==> config.mk <==
export PLATFORM = sky130hd
export DESIGN_NAME = clock_control
export DESIGN_NICKNAME = d
export VERILOG_FILES = /design/src/hw/clock_control_pkg.sv /design/src/hw/clock_control.sv
export SDC_FILE = /design/constraint.sdc
export NUM_CORES = 1
export LEC_CHECK = 0
export BUFFER_PORTS_ARGS = -buffer_cell sky130_fd_sc_hd__buf_2
export CAP_MARGIN = 10
export CORE_UTILIZATION = 41
export DETAILED_ROUTE_END_ITERATION = 10
export HOLD_SLACK_MARGIN = 0.1
export PLACE_DENSITY = 0.66
export SLEW_MARGIN = 15
export SYNTH_ARGS = -nofsm -noshare
export SYNTH_HDL_FRONTEND = slang
export SYNTH_SLANG_ARGS = --single-unit
==> constraint.sdc <==
create_clock -name hclk -period 4 [get_ports hclk]
set_input_delay 0.2 -clock hclk [delete_from_list [all_inputs] [get_ports hclk]]
set_output_delay 0.2 -clock hclk [all_outputs]
set_load 0.005 [all_outputs]
==> src/hw/clock_control_pkg.sv <==
package clock_control_pkg;

	// =========================================================
	// bus and timing
	localparam int unsigned CLK_HZ = 10_000_000;
	localparam logic [7:0] OFF_PER_ENABLE = 8'h10;
	localparam logic [7:0] OFF_PER_DISABLE = 8'h14;
	localparam logic [7:0] OFF_PER_STATE = 8'h18;
	localparam logic [7:0] OFF_OSC_CTRL = 8'h20;
	localparam logic [7:0] OFF_MEASURE = 8'h24;
	localparam logic [7:0] OFF_PLL_CFG = 8'h2c;
	localparam logic [7:0] OFF_MCK_SEL = 8'h30;
	localparam logic [7:0] OFF_PCK_BASE = 8'h40;
	localparam logic [7:0] OFF_STATUS = 8'h68;

	// =========================================================
	// field layout and reset values
	localparam logic [31:0] PER_MASK = 32'hffff_fffc;
	localparam int OSC_ON_BIT = 0;
	localparam int BYPASS_BIT = 1;
	localparam int STARTUP_LSB = 8;
	localparam int STARTUP_SCALE = 3;
	localparam int MEAS_VALID_BIT = 16;
	localparam logic [4:0] MEAS_WINDOW = 5'h10;
	localparam int PLL_DIV_LSB = 0;
	localparam int PLL_CNT_LSB = 8;
	localparam int PLL_RANGE_LSB = 14;
	localparam int PLL_MUL_LSB = 16;
	localparam int PLL_USB_LSB = 28;
	localparam logic [31:0] PLL_MASK = 32'h37ff_ffff;
	localparam logic [31:0] PLL_RESET = 32'h0000_3f00;
	localparam int ST_STABLE_BIT = 0;
	localparam int ST_LOCK_BIT = 2;
	localparam int ST_MCK_READY_BIT = 3;
	localparam int ST_PCK_READY_LSB = 8;
	localparam logic [6:0] SWITCH_EXTRA = 7'h40;

	// =========================================================
	// encodings
	localparam logic [1:0] SRC_SLOW = 2'h0;
	localparam logic [1:0] SRC_MAIN = 2'h1;
	localparam logic [1:0] SRC_PLL = 2'h3;
	localparam logic [2:0] SCALE_NONE = 3'h0;
	localparam logic [2:0] SCALE_RESERVED = 3'h7;
	localparam logic [1:0] USB_DIV1 = 2'h0;
	localparam logic [1:0] USB_DIV2 = 2'h1;
	localparam logic [1:0] USB_DIV4 = 2'h2;

	typedef enum logic [2:0] {
		GEN_RUN = 3'b001,
		GEN_WAIT_LOW = 3'b010,
		GEN_SETTLE = 3'b100
	} gen_state_type;

endpackage

==> src/hw/clock_control.sv <==
// Overview of operation
// - disable write of one stops peripheral clock
// - state bits read one when clock runs
// - enable bit starts oscillator, bypass kept clear
// - stable flag rises after programmed start-up
// - bypass uses external input, stable immediately
// - clearing enable and bypass clears stable
// - start-up equals count times 8 slow
// - count main cycles over 16 slow periods
// - valid bit low until measurement available
// - input divider zero stops, one bypasses
// - lock waits lock count slow cycles after write
// - ratio zero stops PLL, else ratio plus one
// - usb clock divides PLL by 1,2,4
// - source select slow, main, PLL clock
// - prescale codes divide by 1 to 64
// - programmable outputs each have own select and prescale
// - prescaled switch adds 64 new-source cycles
// - status stable flag shows oscillator stable
// - status lock flag shows PLL locked
`timescale 1ns/1ns
`default_nettype none

module clock_control
	import clock_control_pkg::*;
#(
	parameter int NPCK = 3
) (
	input wire logic hclk, // bus clock
	input wire logic hresetn, // async reset, active low
	input wire logic hsel, // slave select
	input wire logic [31:0] haddr, // byte address
	input wire logic [1:0] htrans, // transfer type
	input wire logic hwrite, // write when high
	input wire logic [2:0] hsize, // transfer size, word only
	input wire logic [31:0] hwdata, // write data
	input wire logic hready, // bus ready
	output logic hreadyout, // slave ready
	output logic hresp, // always okay
	output logic [31:0] hrdata, // read data
	input wire logic slow_clk_pin, // slow clock
	input wire logic osc_clk_pin, // crystal cell output
	input wire logic osc_input_pin, // external clock on bypass
	input wire logic pll_clk_pin, // PLL macro output
	output logic crystal_osc_on, // crystal cell enable
	output logic external_clock_passthrough, // crystal cell bypass
	output logic [7:0] pll_div_value, // PLL input divider
	output logic [10:0] pll_ratio_factor, // PLL multiplier
	output logic [1:0] pll_range, // PLL frequency range
	output logic pll_run, // PLL active
	output logic usb_clk, // divided PLL clock
	output logic master_clk, // master clock
	output logic [NPCK-1:0] prog_clk, // programmable outputs
	output logic master_ready, // master clock settled
	output logic [31:0] periph_clk_en // peripheral clock gates
);

	localparam int NGEN = NPCK + 1;

	// =========================================================
	// helpers
	function automatic logic pick_src(input logic [1:0] sel, input logic [2:0] v);
		logic r;
		r = 1'b0;
		if (sel == SRC_SLOW) begin
			r = v[0];
		end else if (sel == SRC_MAIN) begin
			r = v[1];
		end else if (sel == SRC_PLL) begin
			r = v[2];
		end
		return r;
	endfunction

	function automatic logic [5:0] half_period(input logic [2:0] scale);
		logic [6:0] full;
		full = 7'h01 << scale;
		return full[6:1];
	endfunction

	// =========================================================
	// pin synchronisers; stage one feeds stage two only
	logic [3:0] sync1_reg, sync2_reg, sync3_reg;
	logic slow_rise, main_rise, pll_rise, main_lvl;
	logic [2:0] rise_vec, lvl_vec;

	always_ff @(posedge hclk or negedge hresetn) begin
		if (!hresetn) begin
			sync1_reg <= 4'h0;
			sync2_reg <= 4'h0;
			sync3_reg <= 4'h0;
		end else begin
			sync1_reg <= {pll_clk_pin, osc_input_pin, osc_clk_pin, slow_clk_pin};
			sync2_reg <= sync1_reg;
			sync3_reg <= sync2_reg;
		end
	end

	logic on_reg, bypass_reg;
	logic [3:0] rise4;
	assign rise4 = sync2_reg & ~sync3_reg;
	assign slow_rise = rise4[0];
	// main clock is the crystal, or the external input when bypassed
	assign main_rise = bypass_reg ? rise4[2] : (on_reg & rise4[1]);
	assign main_lvl = bypass_reg ? sync2_reg[2] : (on_reg & sync2_reg[1]);
	assign pll_rise = pll_run & rise4[3];
	assign rise_vec = {pll_rise, main_rise, slow_rise};
	assign lvl_vec = {pll_run & sync2_reg[3], main_lvl, sync2_reg[0]};

	// =========================================================
	// AHB-Lite slave: zero wait states
	logic wr_en_reg;
	logic [7:0] wr_addr_reg;
	logic addr_ok;
	logic [31:0] rd_value;

	assign hreadyout = 1'b1;
	assign hresp = 1'b0;
	assign addr_ok = hsel & htrans[1] & hready & (haddr[31:8] == 24'h0);

	always_ff @(posedge hclk or negedge hresetn) begin
		if (!hresetn) begin
			wr_en_reg <= 1'b0;
			wr_addr_reg <= 8'h0;
			hrdata <= 32'h0;
		end else begin
			wr_en_reg <= addr_ok & hwrite;
			wr_addr_reg <= {haddr[7:2], 2'b00};
			if (addr_ok && !hwrite) begin
				hrdata <= rd_value;
			end
		end
	end

	// =========================================================
	// peripheral clock gating
	logic [31:0] per_en_reg;

	always_ff @(posedge hclk or negedge hresetn) begin
		if (!hresetn) begin
			per_en_reg <= 32'h0;
		end else if (wr_en_reg && wr_addr_reg == OFF_PER_ENABLE) begin
			per_en_reg <= per_en_reg | (hwdata & PER_MASK);
		end else if (wr_en_reg && wr_addr_reg == OFF_PER_DISABLE) begin
			per_en_reg <= per_en_reg & ~(hwdata & PER_MASK);
		end
	end

	assign periph_clk_en = per_en_reg;

	// =========================================================
	// main oscillator and start-up
	logic [7:0] startup_reg;
	logic [10:0] start_cnt_reg;
	logic [10:0] start_target;
	logic stable_reg, osc_off;

	assign start_target = {startup_reg, 3'b000};
	assign osc_off = !on_reg && !bypass_reg;

	always_ff @(posedge hclk or negedge hresetn) begin
		if (!hresetn) begin
			on_reg <= 1'b0;
			bypass_reg <= 1'b0;
			startup_reg <= 8'h0;
		end else if (wr_en_reg && wr_addr_reg == OFF_OSC_CTRL) begin
			on_reg <= hwdata[OSC_ON_BIT];
			bypass_reg <= hwdata[BYPASS_BIT];
			startup_reg <= hwdata[STARTUP_LSB +: 8];
		end
	end

	// both bits set is a software fault; bypass wins so no crystal clock is used
	always_ff @(posedge hclk or negedge hresetn) begin
		if (!hresetn) begin
			start_cnt_reg <= 11'h0;
			stable_reg <= 1'b0;
		end else if (osc_off) begin
			start_cnt_reg <= 11'h0;
			stable_reg <= 1'b0;
		end else if (bypass_reg) begin
			stable_reg <= 1'b1;
		end else if (!stable_reg) begin
			if (start_cnt_reg >= start_target) begin
				stable_reg <= 1'b1;
			end else if (slow_rise) begin
				start_cnt_reg <= start_cnt_reg + 11'h1;
			end
		end
	end

	assign crystal_osc_on = on_reg & ~bypass_reg;
	assign external_clock_passthrough = bypass_reg;

	// =========================================================
	// main clock measurement, one shot after the oscillator settles
	logic meas_busy_reg, meas_valid_reg;
	logic [4:0] win_reg;
	logic [15:0] meas_cnt_reg, meas_result_reg;

	always_ff @(posedge hclk or negedge hresetn) begin
		if (!hresetn) begin
			meas_busy_reg <= 1'b0;
			meas_valid_reg <= 1'b0;
			win_reg <= 5'h0;
			meas_cnt_reg <= 16'h0;
			meas_result_reg <= 16'h0;
		end else if (osc_off) begin
			meas_busy_reg <= 1'b0;
			meas_valid_reg <= 1'b0;
			win_reg <= 5'h0;
		end else if (!meas_busy_reg) begin
			if (stable_reg && !meas_valid_reg && slow_rise) begin
				meas_busy_reg <= 1'b1;
				win_reg <= 5'h0;
				meas_cnt_reg <= 16'h0;
			end
		end else begin
			if (main_rise && meas_cnt_reg != 16'hffff) begin
				meas_cnt_reg <= meas_cnt_reg + 16'h1;
			end
			if (slow_rise) begin
				win_reg <= win_reg + 5'h1;
				if (win_reg + 5'h1 == MEAS_WINDOW) begin
					meas_busy_reg <= 1'b0;
					meas_valid_reg <= 1'b1;
					meas_result_reg <= meas_cnt_reg;
				end
			end
		end
	end

	// =========================================================
	// PLL configuration and lock wait
	logic [31:0] pll_reg;
	logic [5:0] lock_cnt_reg;
	logic lock_reg;

	always_ff @(posedge hclk or negedge hresetn) begin
		if (!hresetn) begin
			pll_reg <= PLL_RESET;
		end else if (wr_en_reg && wr_addr_reg == OFF_PLL_CFG) begin
			pll_reg <= hwdata & PLL_MASK;
		end
	end

	assign pll_div_value = pll_reg[PLL_DIV_LSB +: 8];
	assign pll_ratio_factor = pll_reg[PLL_MUL_LSB +: 11];
	assign pll_range = pll_reg[PLL_RANGE_LSB +: 2];
	// divider zero gives no input and ratio zero stops the PLL
	assign pll_run = (pll_div_value != 8'h0) && (pll_ratio_factor != 11'h0);

	always_ff @(posedge hclk or negedge hresetn) begin
		if (!hresetn) begin
			lock_cnt_reg <= 6'h0;
			lock_reg <= 1'b0;
		end else if ((wr_en_reg && wr_addr_reg == OFF_PLL_CFG) || !pll_run) begin
			lock_cnt_reg <= 6'h0;
			lock_reg <= 1'b0;
		end else if (!lock_reg) begin
			if (lock_cnt_reg >= pll_reg[PLL_CNT_LSB +: 6]) begin
				lock_reg <= 1'b1;
			end else if (slow_rise) begin
				lock_cnt_reg <= lock_cnt_reg + 6'h1;
			end
		end
	end

	// =========================================================
	// usb clock from PLL edges
	logic [1:0] usb_cnt_reg;
	logic usb_reg;
	logic [1:0] usb_sel;
	assign usb_sel = pll_reg[PLL_USB_LSB +: 2];

	always_ff @(posedge hclk or negedge hresetn) begin
		if (!hresetn) begin
			usb_cnt_reg <= 2'h0;
			usb_reg <= 1'b0;
		end else if (usb_sel == USB_DIV1) begin
			usb_reg <= lvl_vec[2];
		end else if (usb_sel == USB_DIV2 || usb_sel == USB_DIV4) begin
			if (pll_rise) begin
				if (usb_sel == USB_DIV2 || usb_cnt_reg[0]) begin
					usb_reg <= ~usb_reg;
					usb_cnt_reg <= 2'h0;
				end else begin
					usb_cnt_reg <= usb_cnt_reg + 2'h1;
				end
			end
		end else begin
			usb_reg <= 1'b0;
		end
	end

	assign usb_clk = usb_reg;

	// =========================================================
	// clock generators: index 0 is the master clock
	logic [4:0] want_reg [NGEN];
	logic [4:0] act_reg [NGEN];
	gen_state_type st_reg [NGEN];
	logic [5:0] div_cnt_reg [NGEN];
	logic [6:0] settle_reg [NGEN];
	logic [NGEN-1:0] gclk_reg, ready_reg;

	always_ff @(posedge hclk or negedge hresetn) begin
		if (!hresetn) begin
			for (int i = 0; i < NGEN; i++) begin
				want_reg[i] <= 5'h0;
			end
		end else if (wr_en_reg) begin
			for (int i = 0; i < NGEN; i++) begin
				if (wr_addr_reg == (i == 0 ? OFF_MCK_SEL : OFF_PCK_BASE + 8'((i - 1) * 4))) begin
					want_reg[i] <= hwdata[4:0];
				end
			end
		end
	end

	// a new setting is taken only while the output is low, so no pulse is cut short
	always_ff @(posedge hclk or negedge hresetn) begin
		if (!hresetn) begin
			for (int i = 0; i < NGEN; i++) begin
				act_reg[i] <= 5'h0;
				st_reg[i] <= GEN_RUN;
				div_cnt_reg[i] <= 6'h0;
				settle_reg[i] <= 7'h0;
			end
			gclk_reg <= '0;
			ready_reg <= NGEN'(1);
		end else begin
			for (int i = 0; i < NGEN; i++) begin
				if (act_reg[i][4:2] == SCALE_NONE) begin
					gclk_reg[i] <= pick_src(act_reg[i][1:0], lvl_vec);
				end else if (act_reg[i][4:2] == SCALE_RESERVED) begin
					gclk_reg[i] <= 1'b0;
				end else if (pick_src(act_reg[i][1:0], rise_vec)) begin
					if (div_cnt_reg[i] + 6'h1 >= half_period(act_reg[i][4:2])) begin
						gclk_reg[i] <= ~gclk_reg[i];
						div_cnt_reg[i] <= 6'h0;
					end else begin
						div_cnt_reg[i] <= div_cnt_reg[i] + 6'h1;
					end
				end
				unique case (st_reg[i])
					GEN_RUN: begin
						if (want_reg[i] != act_reg[i]) begin
							st_reg[i] <= GEN_WAIT_LOW;
							ready_reg[i] <= 1'b0;
						end
					end
					GEN_WAIT_LOW: begin
						if (!gclk_reg[i]) begin
							act_reg[i] <= want_reg[i];
							div_cnt_reg[i] <= 6'h0;
							settle_reg[i] <= 7'h0;
							if (want_reg[i][4:2] == SCALE_NONE) begin
								st_reg[i] <= GEN_RUN;
								ready_reg[i] <= 1'b1;
							end else begin
								st_reg[i] <= GEN_SETTLE;
							end
						end
					end
					GEN_SETTLE: begin
						if (want_reg[i] != act_reg[i]) begin
							st_reg[i] <= GEN_WAIT_LOW;
						end else if (pick_src(act_reg[i][1:0], rise_vec)) begin
							settle_reg[i] <= settle_reg[i] + 7'h1;
							if (settle_reg[i] + 7'h1 == SWITCH_EXTRA) begin
								st_reg[i] <= GEN_RUN;
								ready_reg[i] <= 1'b1;
							end
						end
					end
					default: begin
						st_reg[i] <= GEN_RUN;
					end
				endcase
			end
		end
	end

	assign master_clk = gclk_reg[0];
	assign prog_clk = gclk_reg[NGEN-1:1];
	assign master_ready = ready_reg[0];

	// =========================================================
	// read mux
	always_comb begin
		rd_value = 32'h0;
		if (haddr[7:0] == OFF_PER_STATE) begin
			rd_value = per_en_reg;
		end else if (haddr[7:0] == OFF_OSC_CTRL) begin
			rd_value = {16'h0, startup_reg, 6'h0, bypass_reg, on_reg};
		end else if (haddr[7:0] == OFF_MEASURE) begin
			rd_value = {15'h0, meas_valid_reg, meas_result_reg};
		end else if (haddr[7:0] == OFF_PLL_CFG) begin
			rd_value = pll_reg;
		end else if (haddr[7:0] == OFF_STATUS) begin
			rd_value[ST_STABLE_BIT] = stable_reg;
			rd_value[ST_LOCK_BIT] = lock_reg;
			rd_value[ST_MCK_READY_BIT] = ready_reg[0];
			rd_value[ST_PCK_READY_LSB +: NPCK] = ready_reg[NGEN-1:1];
		end else begin
			for (int i = 0; i < NGEN; i++) begin
				if (haddr[7:0] == (i == 0 ? OFF_MCK_SEL : OFF_PCK_BASE + 8'((i - 1) * 4))) begin
					rd_value = {27'h0, want_reg[i]};
				end
			end
		end
	end

	// =========================================================
	// checks
	property p_disable_clears;
		@(posedge hclk) disable iff (!hresetn)
		(wr_en_reg && wr_addr_reg == OFF_PER_DISABLE) |=> ((periph_clk_en & $past(hwdata)) == 32'h0);
	endproperty
	a_disable_clears: assert property (p_disable_clears) else $error("disable write left clock on");

	property p_state_read;
		@(posedge hclk) disable iff (!hresetn)
		(addr_ok && !hwrite && haddr[7:0] == OFF_PER_STATE) |=> (hrdata == $past(periph_clk_en));
	endproperty
	a_state_read: assert property (p_state_read) else $error("state read differs from gates");

	property p_bypass_stable;
		@(posedge hclk) disable iff (!hresetn)
		bypass_reg |=> stable_reg;
	endproperty
	a_bypass_stable: assert property (p_bypass_stable) else $error("bypass did not set stable");

	property p_off_clears;
		@(posedge hclk) disable iff (!hresetn)
		(!on_reg && !bypass_reg) |=> !stable_reg ##0 !meas_valid_reg;
	endproperty
	a_off_clears: assert property (p_off_clears) else $error("flags not cleared when oscillator off");

	property p_startup_time;
		@(posedge hclk) disable iff (!hresetn)
		$rose(stable_reg) |-> ($past(bypass_reg) || $past(start_cnt_reg) >= $past(start_target));
	endproperty
	a_startup_time: assert property (p_startup_time) else $error("stable raised before start-up");

	property p_lock_restart;
		@(posedge hclk) disable iff (!hresetn)
		(wr_en_reg && wr_addr_reg == OFF_PLL_CFG) |=> !lock_reg ##1 (!lock_reg || pll_reg[13:8] == 6'h0);
	endproperty
	a_lock_restart: assert property (p_lock_restart) else $error("lock not restarted by write");

	property p_window_length;
		@(posedge hclk) disable iff (!hresetn)
		$rose(meas_valid_reg) |-> ($past(win_reg) == 5'hf && $past(slow_rise));
	endproperty
	a_window_length: assert property (p_window_length) else $error("window not 16 slow periods");

	property p_switch_extra;
		@(posedge hclk) disable iff (!hresetn)
		($rose(ready_reg[0]) && $past(st_reg[0]) == GEN_SETTLE) |-> ($past(settle_reg[0]) == 7'h3f);
	endproperty
	a_switch_extra: assert property (p_switch_extra) else $error("prescaled switch not 64 cycles");

	property p_lock_needs_pll;
		@(posedge hclk) disable iff (!hresetn)
		lock_reg |-> (pll_ratio_factor != 11'h0 && pll_div_value != 8'h0);
	endproperty
	a_lock_needs_pll: assert property (p_lock_needs_pll) else $error("lock with PLL stopped");

endmodule

`default_nettype wire

==> flow_metrics.env, run 1 <==
export IMPL_cts_tree="built"
export IMPL_syn_inst=1570
export IMPL_outcome="completed"
export IMPL_drt_pass1_iter_count=5
export IMPL_worstHoldStart="hwdata[1]"
export IMPL_synthTopCellsByArea="dfrtp_1 45%, mux2_2 5.9%, nand2_1 4.6%, ha_1 4.3%, nor2_1 2.8%"
export IMPL_grt_ovfl_total=0
export IMPL_grt_first_pass_wirelength_um=65530
export IMPL_post_cts_buffers=0
export IMPL_cp_required_ns=4.44
export IMPL_htree_levels=2
export IMPL_vdd_drop_max_mv=0.2527
export IMPL_fmax_mhz=360.6
export IMPL_num_vias=12670
export IMPL_crit_type="in -> reg"
export IMPL_worst_pin_slew_ns=1.090
export IMPL_wl_per_cell_um=17.95
export IMPL_dpl_instance_area_um2=16760
export IMPL_clkSinkCount=292
export IMPL_ys_warn_count=0
export IMPL_ys_seq_area_share_pct=47.00
export IMPL_yosysUniqueCellTypes=79
export IMPL_fin_area_um2=18320
export IMPL_power_frac_seq_pct=42.1
export IMPL_cts_buffer_depth=3
export IMPL_core_area_um2=37490
export IMPL_drt_wl_total_um=40990
export IMPL_grt_start_max_net_pins=98
export IMPL_setup_viol=0
export IMPL_p_int_uw=5955
export IMPL_cp_top_family="simple AND/OR/NAND/NOR gates"
export IMPL_clock_latency_ns=0.52
export IMPL_worst_path_largest_cell_delay_ns=0.72
export IMPL_vias_per_cell=5.551
export IMPL_hold_buffers=44
export IMPL_worstSetupStartpointType="input port"
export IMPL_cp_startpoint="haddr[4]"
export IMPL_dieWidth_um=196.9
export IMPL_fin_nets=1877
export IMPL_root_buffer="clkbuf_16"
export IMPL_period_minus_slack_ns=2.773
export IMPL_grt_setup_unrepaired="no"
export IMPL_synth_xor_area_share_pct=3.599
export IMPL_cellPowerDensity_nw_per_um2=477.9
export IMPL_die_y_um=196.9
export IMPL_grt_pass1_vias=12180
export IMPL_synth_compound_area_share_pct=15.18
export IMPL_ys_ff_latch=292
export IMPL_area_growth_pct=17.61
export IMPL_core_rowCount=71
export IMPL_p_leak_uw=0.008512
export IMPL_syn_cell_area_um2=15570
export IMPL_fin_skew_ns=0.02118
export IMPL_crit_path_end_kind="flip-flop"
export IMPL_pwr_share_clk_pct=35.2
export IMPL_yosys_area_share_simple_pct=19.10
export IMPL_net_switching_power_uw=2798
export IMPL_min_path_type="in -> reg"
export IMPL_fin_crit_sh_pct=69.33
export IMPL_antenna_found_initial=3
export IMPL_grt_usage_pct=21.17
export IMPL_dp_hpwl_um=29040
export IMPL_layout_drive_gt1_share_pct=20.24
export IMPL_timing_rr_start="pll_reg[5]"
export IMPL_avgSynthCellArea_um2=9.920
export IMPL_drtIter0Drc=888
export IMPL_ios=174
export IMPL_fin_setup_tns_ns=0
export IMPL_critPathArrivalTime_ns=3.21
export IMPL_final_antenna_net_count=0
export IMPL_slew_limit_headroom_pct=27.33
export IMPL_synthMuxAreaShare_pct=6.692
export IMPL_die_area_um2=38770
export IMPL_place_congestion=0.8445
export IMPL_p_sw_share_pct=31.97
export IMPL_yosys_area_top_type="dfrtp_1"
export IMPL_synth_top_family_by_area="simple AND/OR/NAND/NOR gates"
export IMPL_synthAdderAreaFrac_pct=4.338
export IMPL_slew_violations=0
export IMPL_comb_power_share_pct=22.7
export IMPL_cts_buffers=34
export IMPL_maxCapViolCount=0
export IMPL_post_cts_resized=0
export IMPL_initial_core_util_pct=41.55
export IMPL_path_max_fanout=13
export IMPL_path_cells="dlygate4sd3_1, buf_2, or4b_1, nor3_2, and3_1, buf_4, a22oi_1, o21ai_0"
export IMPL_port_buffers=165
export IMPL_hold_viol_final=0
export IMPL_async_flop_share_pct=100.0
export IMPL_synth_top_area_share_pct=45.15
export IMPL_critPathSlowestCell="and3_1"
export IMPL_synth_edff_count=0
export IMPL_clk_pin_slew_ns=0.06
export IMPL_drc_errors=0
export IMPL_yosys_most_used_dff="dfrtp_1"
export IMPL_cp_num_buf_inv=3
## cell families (layout without fill, tap and decap cells)
logic type / Yosys count / after routing
compound gates: 340 / 340
fa+ha+maj: 54 / 54
other cells: 2 / 7
buf+inv: 130 / 327
xor+xnor: 64 / 64
simple gates: 594 / 594
mux: 94 / 94
flops: 292 / 292
## path summary, 6_finish.rpt
kind / endpoint / slack (ns) / cells after the start
worst max-delay path: hrdata[21] / 1.23 / 8
worst min-delay path: want_reg[16] / 0.11 / 2
worst max register to register: settle_reg[24] / 1.25 / 6
worst min register to register: sync2_reg[2] / 0.35 / 0
max in group asynchronous: st_reg[6] / 2.66 / 3
min in group asynchronous: startup_reg[5] / 0.29 / 2
## final cells by class
class | count | area, um2
diodes | 3 | 7.507
inverters | 40 | 150.1
clock buffers | 46 | 955.9
repair buffers | 227 | 1436
clock inverters | 14 | 152.6
well taps | 511 | 639.4
flip-flops and latches | 292 | 7321
multi-input cells | 1150 | 7655
fillers | 3519 | 19170
## power groups by stage
stage / Clock (uW) / Combinational [uW] / Sequential (uW)
finish: 3080 / 1990 / 3680
global route: 3260 / 2260 / 3730
global placement: 0 / 1900 / 3700
floorplan: 0 / 1640 / 3480
detailed placement: 0 / 1960 / 3720
CTS: 3140 / 2000 / 3670
## synth_stat cells, drive strengths merged (5+ instances only)
cell    number
nor3b       13
a31oi       26
and2        10
dfstp       11
xnor2       23
a21oi       60
nor2       119
a221oi      21
mux2i       13
nor2b       18
dfrtp      281
nand2b      12
a22o        47
clkbuf      44
o21ai       71
or3         17
nand4       12
buf         46
inv         40
ha          54
or4          5
o31ai        7
nor3        32
o211ai       7
a211o        8
o22ai       10
nand3       69
xor2        41
or3b         6
o21a         5
a21o        18
mux2        81
nor4        17
nand3b      25
a22oi       11
nor4b        7
and3        19
nand2      191
nand4b       7
a211oi       8
## per-layer routing
metal  vias up  global-route usage, %  routed length (um)
met2       329                  34.29               19480
met1      6217                  27.89               17850
met3        82                  4.073                2241
met5         -                      0                   0
met4         0                  8.412                1427
li1       6044                      -                   -
## worst reg2reg max path, delay by kind of cell (launching register included)
| kind | cells | cell delay, ns |
|---|---|---|
| flops | 1 | 0.46 |
| mux | 1 | 0.14 |
| compound gates | 2 | 0.69 |
| simple gates | 3 | 1.35 |
## cell usage in the layout (no fill, tap or decap), types with 8 or more instances in the layout
cell type / synthesis / final
dfrtp_1: 281 / 281
nand2_1: 190 / 190
buf_2: 12 / 164
nor2_1: 118 / 118
mux2_2: 81 / 81
nand3_1: 69 / 69
o21ai_0: 68 / 68
a21oi_1: 59 / 59
ha_1: 54 / 54
a22o_1: 47 / 47
dlygate4sd3_1: 0 / 44
xor2_1: 41 / 41
inv_1: 40 / 40
clkbuf_16: 0 / 34
nor3_1: 30 / 29
a31oi_1: 26 / 26
nand3b_1: 25 / 25
xnor2_1: 23 / 23
a221oi_1: 21 / 21
and3_1: 19 / 18
nor2b_1: 18 / 18
a21o_1: 18 / 18
or3_1: 17 / 17
nor4_1: 17 / 16
buf_4: 30 / 16
mux2i_1: 13 / 13
nor3b_1: 13 / 12
nand4_1: 12 / 12
nand2b_1: 12 / 12
a22oi_1: 11 / 11
dfstp_2: 11 / 11
and2_1: 10 / 10
o22ai_1: 10 / 10
a211o_1: 8 / 8
## per-stage QoR
| step | hold WS (ns) | total power [uW] | std cells | worst slack [ns] | util (%) |
|---|---|---|---|---|---|
| final | 0.1126 | 8753 | 2283 | 1.227 | 48.86 |
| after global routing | 0.1116 | 9249 | 2282 | 0.9924 | 48.86 |
| after CTS | 0.1047 | 8815 | 2280 | 1.255 | 48.84 |
| after detailed placement | 0.2891 | 5680 | 2176 | 1.278 | 44.71 |
| after global placement | 0.2800 | 5604 | 2176 | 1.319 | 44.71 |
| after floorplan | -0.09559 | 5117 | 1572 | 1.549 | - |
Note: power is estimated with default switching activity, not from simulation.
==> run 2: changes to the inputs <==
PLACE_DENSITY = 0.69   (was 0.66)
clock period = 2.45 ns   (was 4 ns; I/O delays follow)
==> run 2 against run 1 <==
  * The flow now finishes with violations (setup timing)
  * Power grew 70%
  * Sequential power up 59%
  * Critical path depth unchanged
  * Count of clock-buffer cells in the layout rose by 4
  * Final cell count up 2.2%
  * Clock skew shrank 0.0016 ns
  * Sequential share of layout area down 1.2 points
  * Critical path type is now reg -> reg
  * Largest power group unchanged
  * Highest routed layer unchanged
==> flow_metrics.env, run 2 (synthesis gave the netlist of run 1 again) <==
export IMPL_area_growth_pct=21.36
export IMPL_place_congestion=0.8564
export IMPL_p_leak_uw=0.008811
export IMPL_period_minus_slack_ns=2.474
export IMPL_final_cell_mix="281 x dfrtp_1, 190 x nand2_1, 164 x buf_2"
export IMPL_dp_hpwl_um=29890
export IMPL_antenna_found_initial=1
export IMPL_fin_nets=1929
export IMPL_crit_path_end_kind="flip-flop"
export IMPL_cts_buffer_depth=3
export IMPL_cts_buffers=34
export IMPL_cp_required_ns=2.87
export IMPL_root_buffer="clkbuf_16"
export IMPL_layout_drive_gt1_share_pct=23.38
export IMPL_outcome="complete, but fails checks"
export IMPL_fillers=3415
export IMPL_grt_first_pass_wirelength_um=66810
export IMPL_busiest_layer="met2"
export IMPL_use_met2_pct=35.48
export IMPL_worst_pin_slew_ns=0.9957
export IMPL_violations="setup timing"
export IMPL_final_antenna_net_count=0
export IMPL_regArea_um2=7321
export IMPL_setup_ws_ns=-0.02358
export IMPL_hold_viol_final=0
export IMPL_worstSetupStartpointType="flip-flop"
export IMPL_fin_skew_ns=0.01954
export IMPL_core_area_um2=37490
export IMPL_slew_violations=0
export IMPL_timing_rr_start="act_reg[17]"
export IMPL_fin_setup_tns_ns=-0.04921
export IMPL_htree_levels=2
export IMPL_ff2ff_setup_slack_ns=-0.02
export IMPL_slew_limit_headroom_pct=33.11
export IMPL_reg2reg_depth=8
export IMPL_port_buffers=165
export IMPL_cellPowerDensity_nw_per_um2=787.0
export IMPL_wl_per_cell_um=17.96
export IMPL_fmax_mhz=404.3
export IMPL_path_max_fanout=5
export IMPL_ios=174
export IMPL_fin_crit_sh_pct=101.0
export IMPL_drtIter0Drc=963
export IMPL_grt_ovfl_total=0
export IMPL_clkSinkCount=292
export IMPL_crit_type="reg -> reg"
export IMPL_initial_core_util_pct=41.55
export IMPL_use_met3_pct=3.730
export IMPL_drc_errors=0
export IMPL_multiInputGateArea_um2=7764
export IMPL_vdd_drop_max_mv=0.4239
export IMPL_setup_viol=4
export IMPL_grt_pass1_vias=12420
export IMPL_clock_latency_ns=0.52
export IMPL_critPathArrivalTime_ns=2.89
export IMPL_dieWidth_um=196.9
export IMPL_vias_per_cell=5.503
export IMPL_r2r_end="gclk_reg[0]"
export IMPL_die_area_um2=38770
export IMPL_clk_pin_slew_ns=0.06
export IMPL_grtUsageMet1_pct=28.66
export IMPL_dp_slack_ns=-0.05963
export IMPL_core_rowCount=71
export IMPL_grt_start_max_net_pins=64
export IMPL_maxCapViolCount=0
export IMPL_drt_wl_total_um=41930
export IMPL_holdWs_ns=0.1263
export IMPL_grt_usage_pct=21.48
export IMPL_final_common_cell="dfrtp_1"
export IMPL_drt_pass1_iter_count=5
export IMPL_num_vias=12840
export IMPL_die_y_um=196.9
export IMPL_cts_tree="built"
export IMPL_min_path_type="in -> async"
run 2: changes by cell type in the layout (fill, tap and decap cells not counted), sizes merged:
cell,before,now
buf,183,234
clkbuf,46,50
clkinvlp,4,1
diode,3,1
clkinv,6,7
dlygate4sd3,44,45
inv,42,41
run 2: layout make-up:
cell class | instances | share of cell area, %
timing repair buffer | 279 | 10.07
clock inverter | 11 | 0.6288
multi-input combinational | 1150 | 41.07
tap | 511 | 3.383
sequential | 292 | 38.73
clock buffer | 50 | 5.302
inverter | 40 | 0.7943
antenna | 1 | 0.01324
run 2: critical path, stage by stage, from the launching register on:
cell,delay [ns]
dfrtp_1,0.40
or3b_2,0.47
ha_1,0.20
nor4_1,0.37
o21ai_0,0.20
a31o_2,0.29
a21boi_4,0.16
mux2i_1,0.13
o22ai_1,0.18
run 2: power by group:
part           switching (uW)  total, uW  leakage (uW)  internal, uW
logic                    2130       3950       0.00441          1820
clock network            2020       5070      0.000552          3060
registers                 564       5860       0.00385          5290
total                    4710      14900       0.00881         10200
run 2: stage by stage:
| stage | cell area (um2) | total power, uW | utilization (%) | instances |
|---|---|---|---|---|
| 6_report | 18900 | 14880 | 50.42 | 2334 |
| 5_1_grt | 18900 | 15710 | 50.42 | 2334 |
| 4_1_cts | 18750 | 14710 | 50.02 | 2326 |
| 3_5_place_dp | 17170 | 9545 | 45.79 | 2220 |
| 3_3_place_gp | 17170 | 9378 | 45.79 | 2220 |
| 2_1_floorplan | 15580 | 8357 | - | 1572 |
run 2: how the worst max path moves through the flow:
| stage | slack [ns] | to | depth (start not counted) | startpoint |
|---|---|---|---|---|
| after floorplan | 0.008 | gclk_reg[1] | 8 | act_reg[13] |
| after global placement | 0.02 | lock_cnt_reg[3] | 8 | pll_reg[13] |
| final | -0.02 | gclk_reg[0] | 8 | act_reg[17] |
| after CTS | 0.0001 | lock_cnt_reg[4] | 8 | pll_reg[13] |
| after global routing | -0.08 | div_cnt_reg[20] | 8 | act_reg[18] |
| after detailed placement | -0.06 | lock_cnt_reg[4] | 8 | pll_reg[13] |
run 2: layer usage:
layer | vias up | routed length [um] | part of all wire (%)
li1 | 6128 | - | -
met1 | 6365 | 18400 | 44
met2 | 279 | 20430 | 49
met3 | 72 | 1927 | 4.6
met4 | 0 | 1172 | 2.8
met5 | - | 0 | 0
run 2: what timing repair did:
item / CTS / global route
setup endpoints to repair: 4 / 32
setup buffers: 0 / 7
gates resized for setup: 3 / 23
hold buffers: 45 / 0
hold endpoints to repair: 336 / 0
pin swaps: 2 / 13
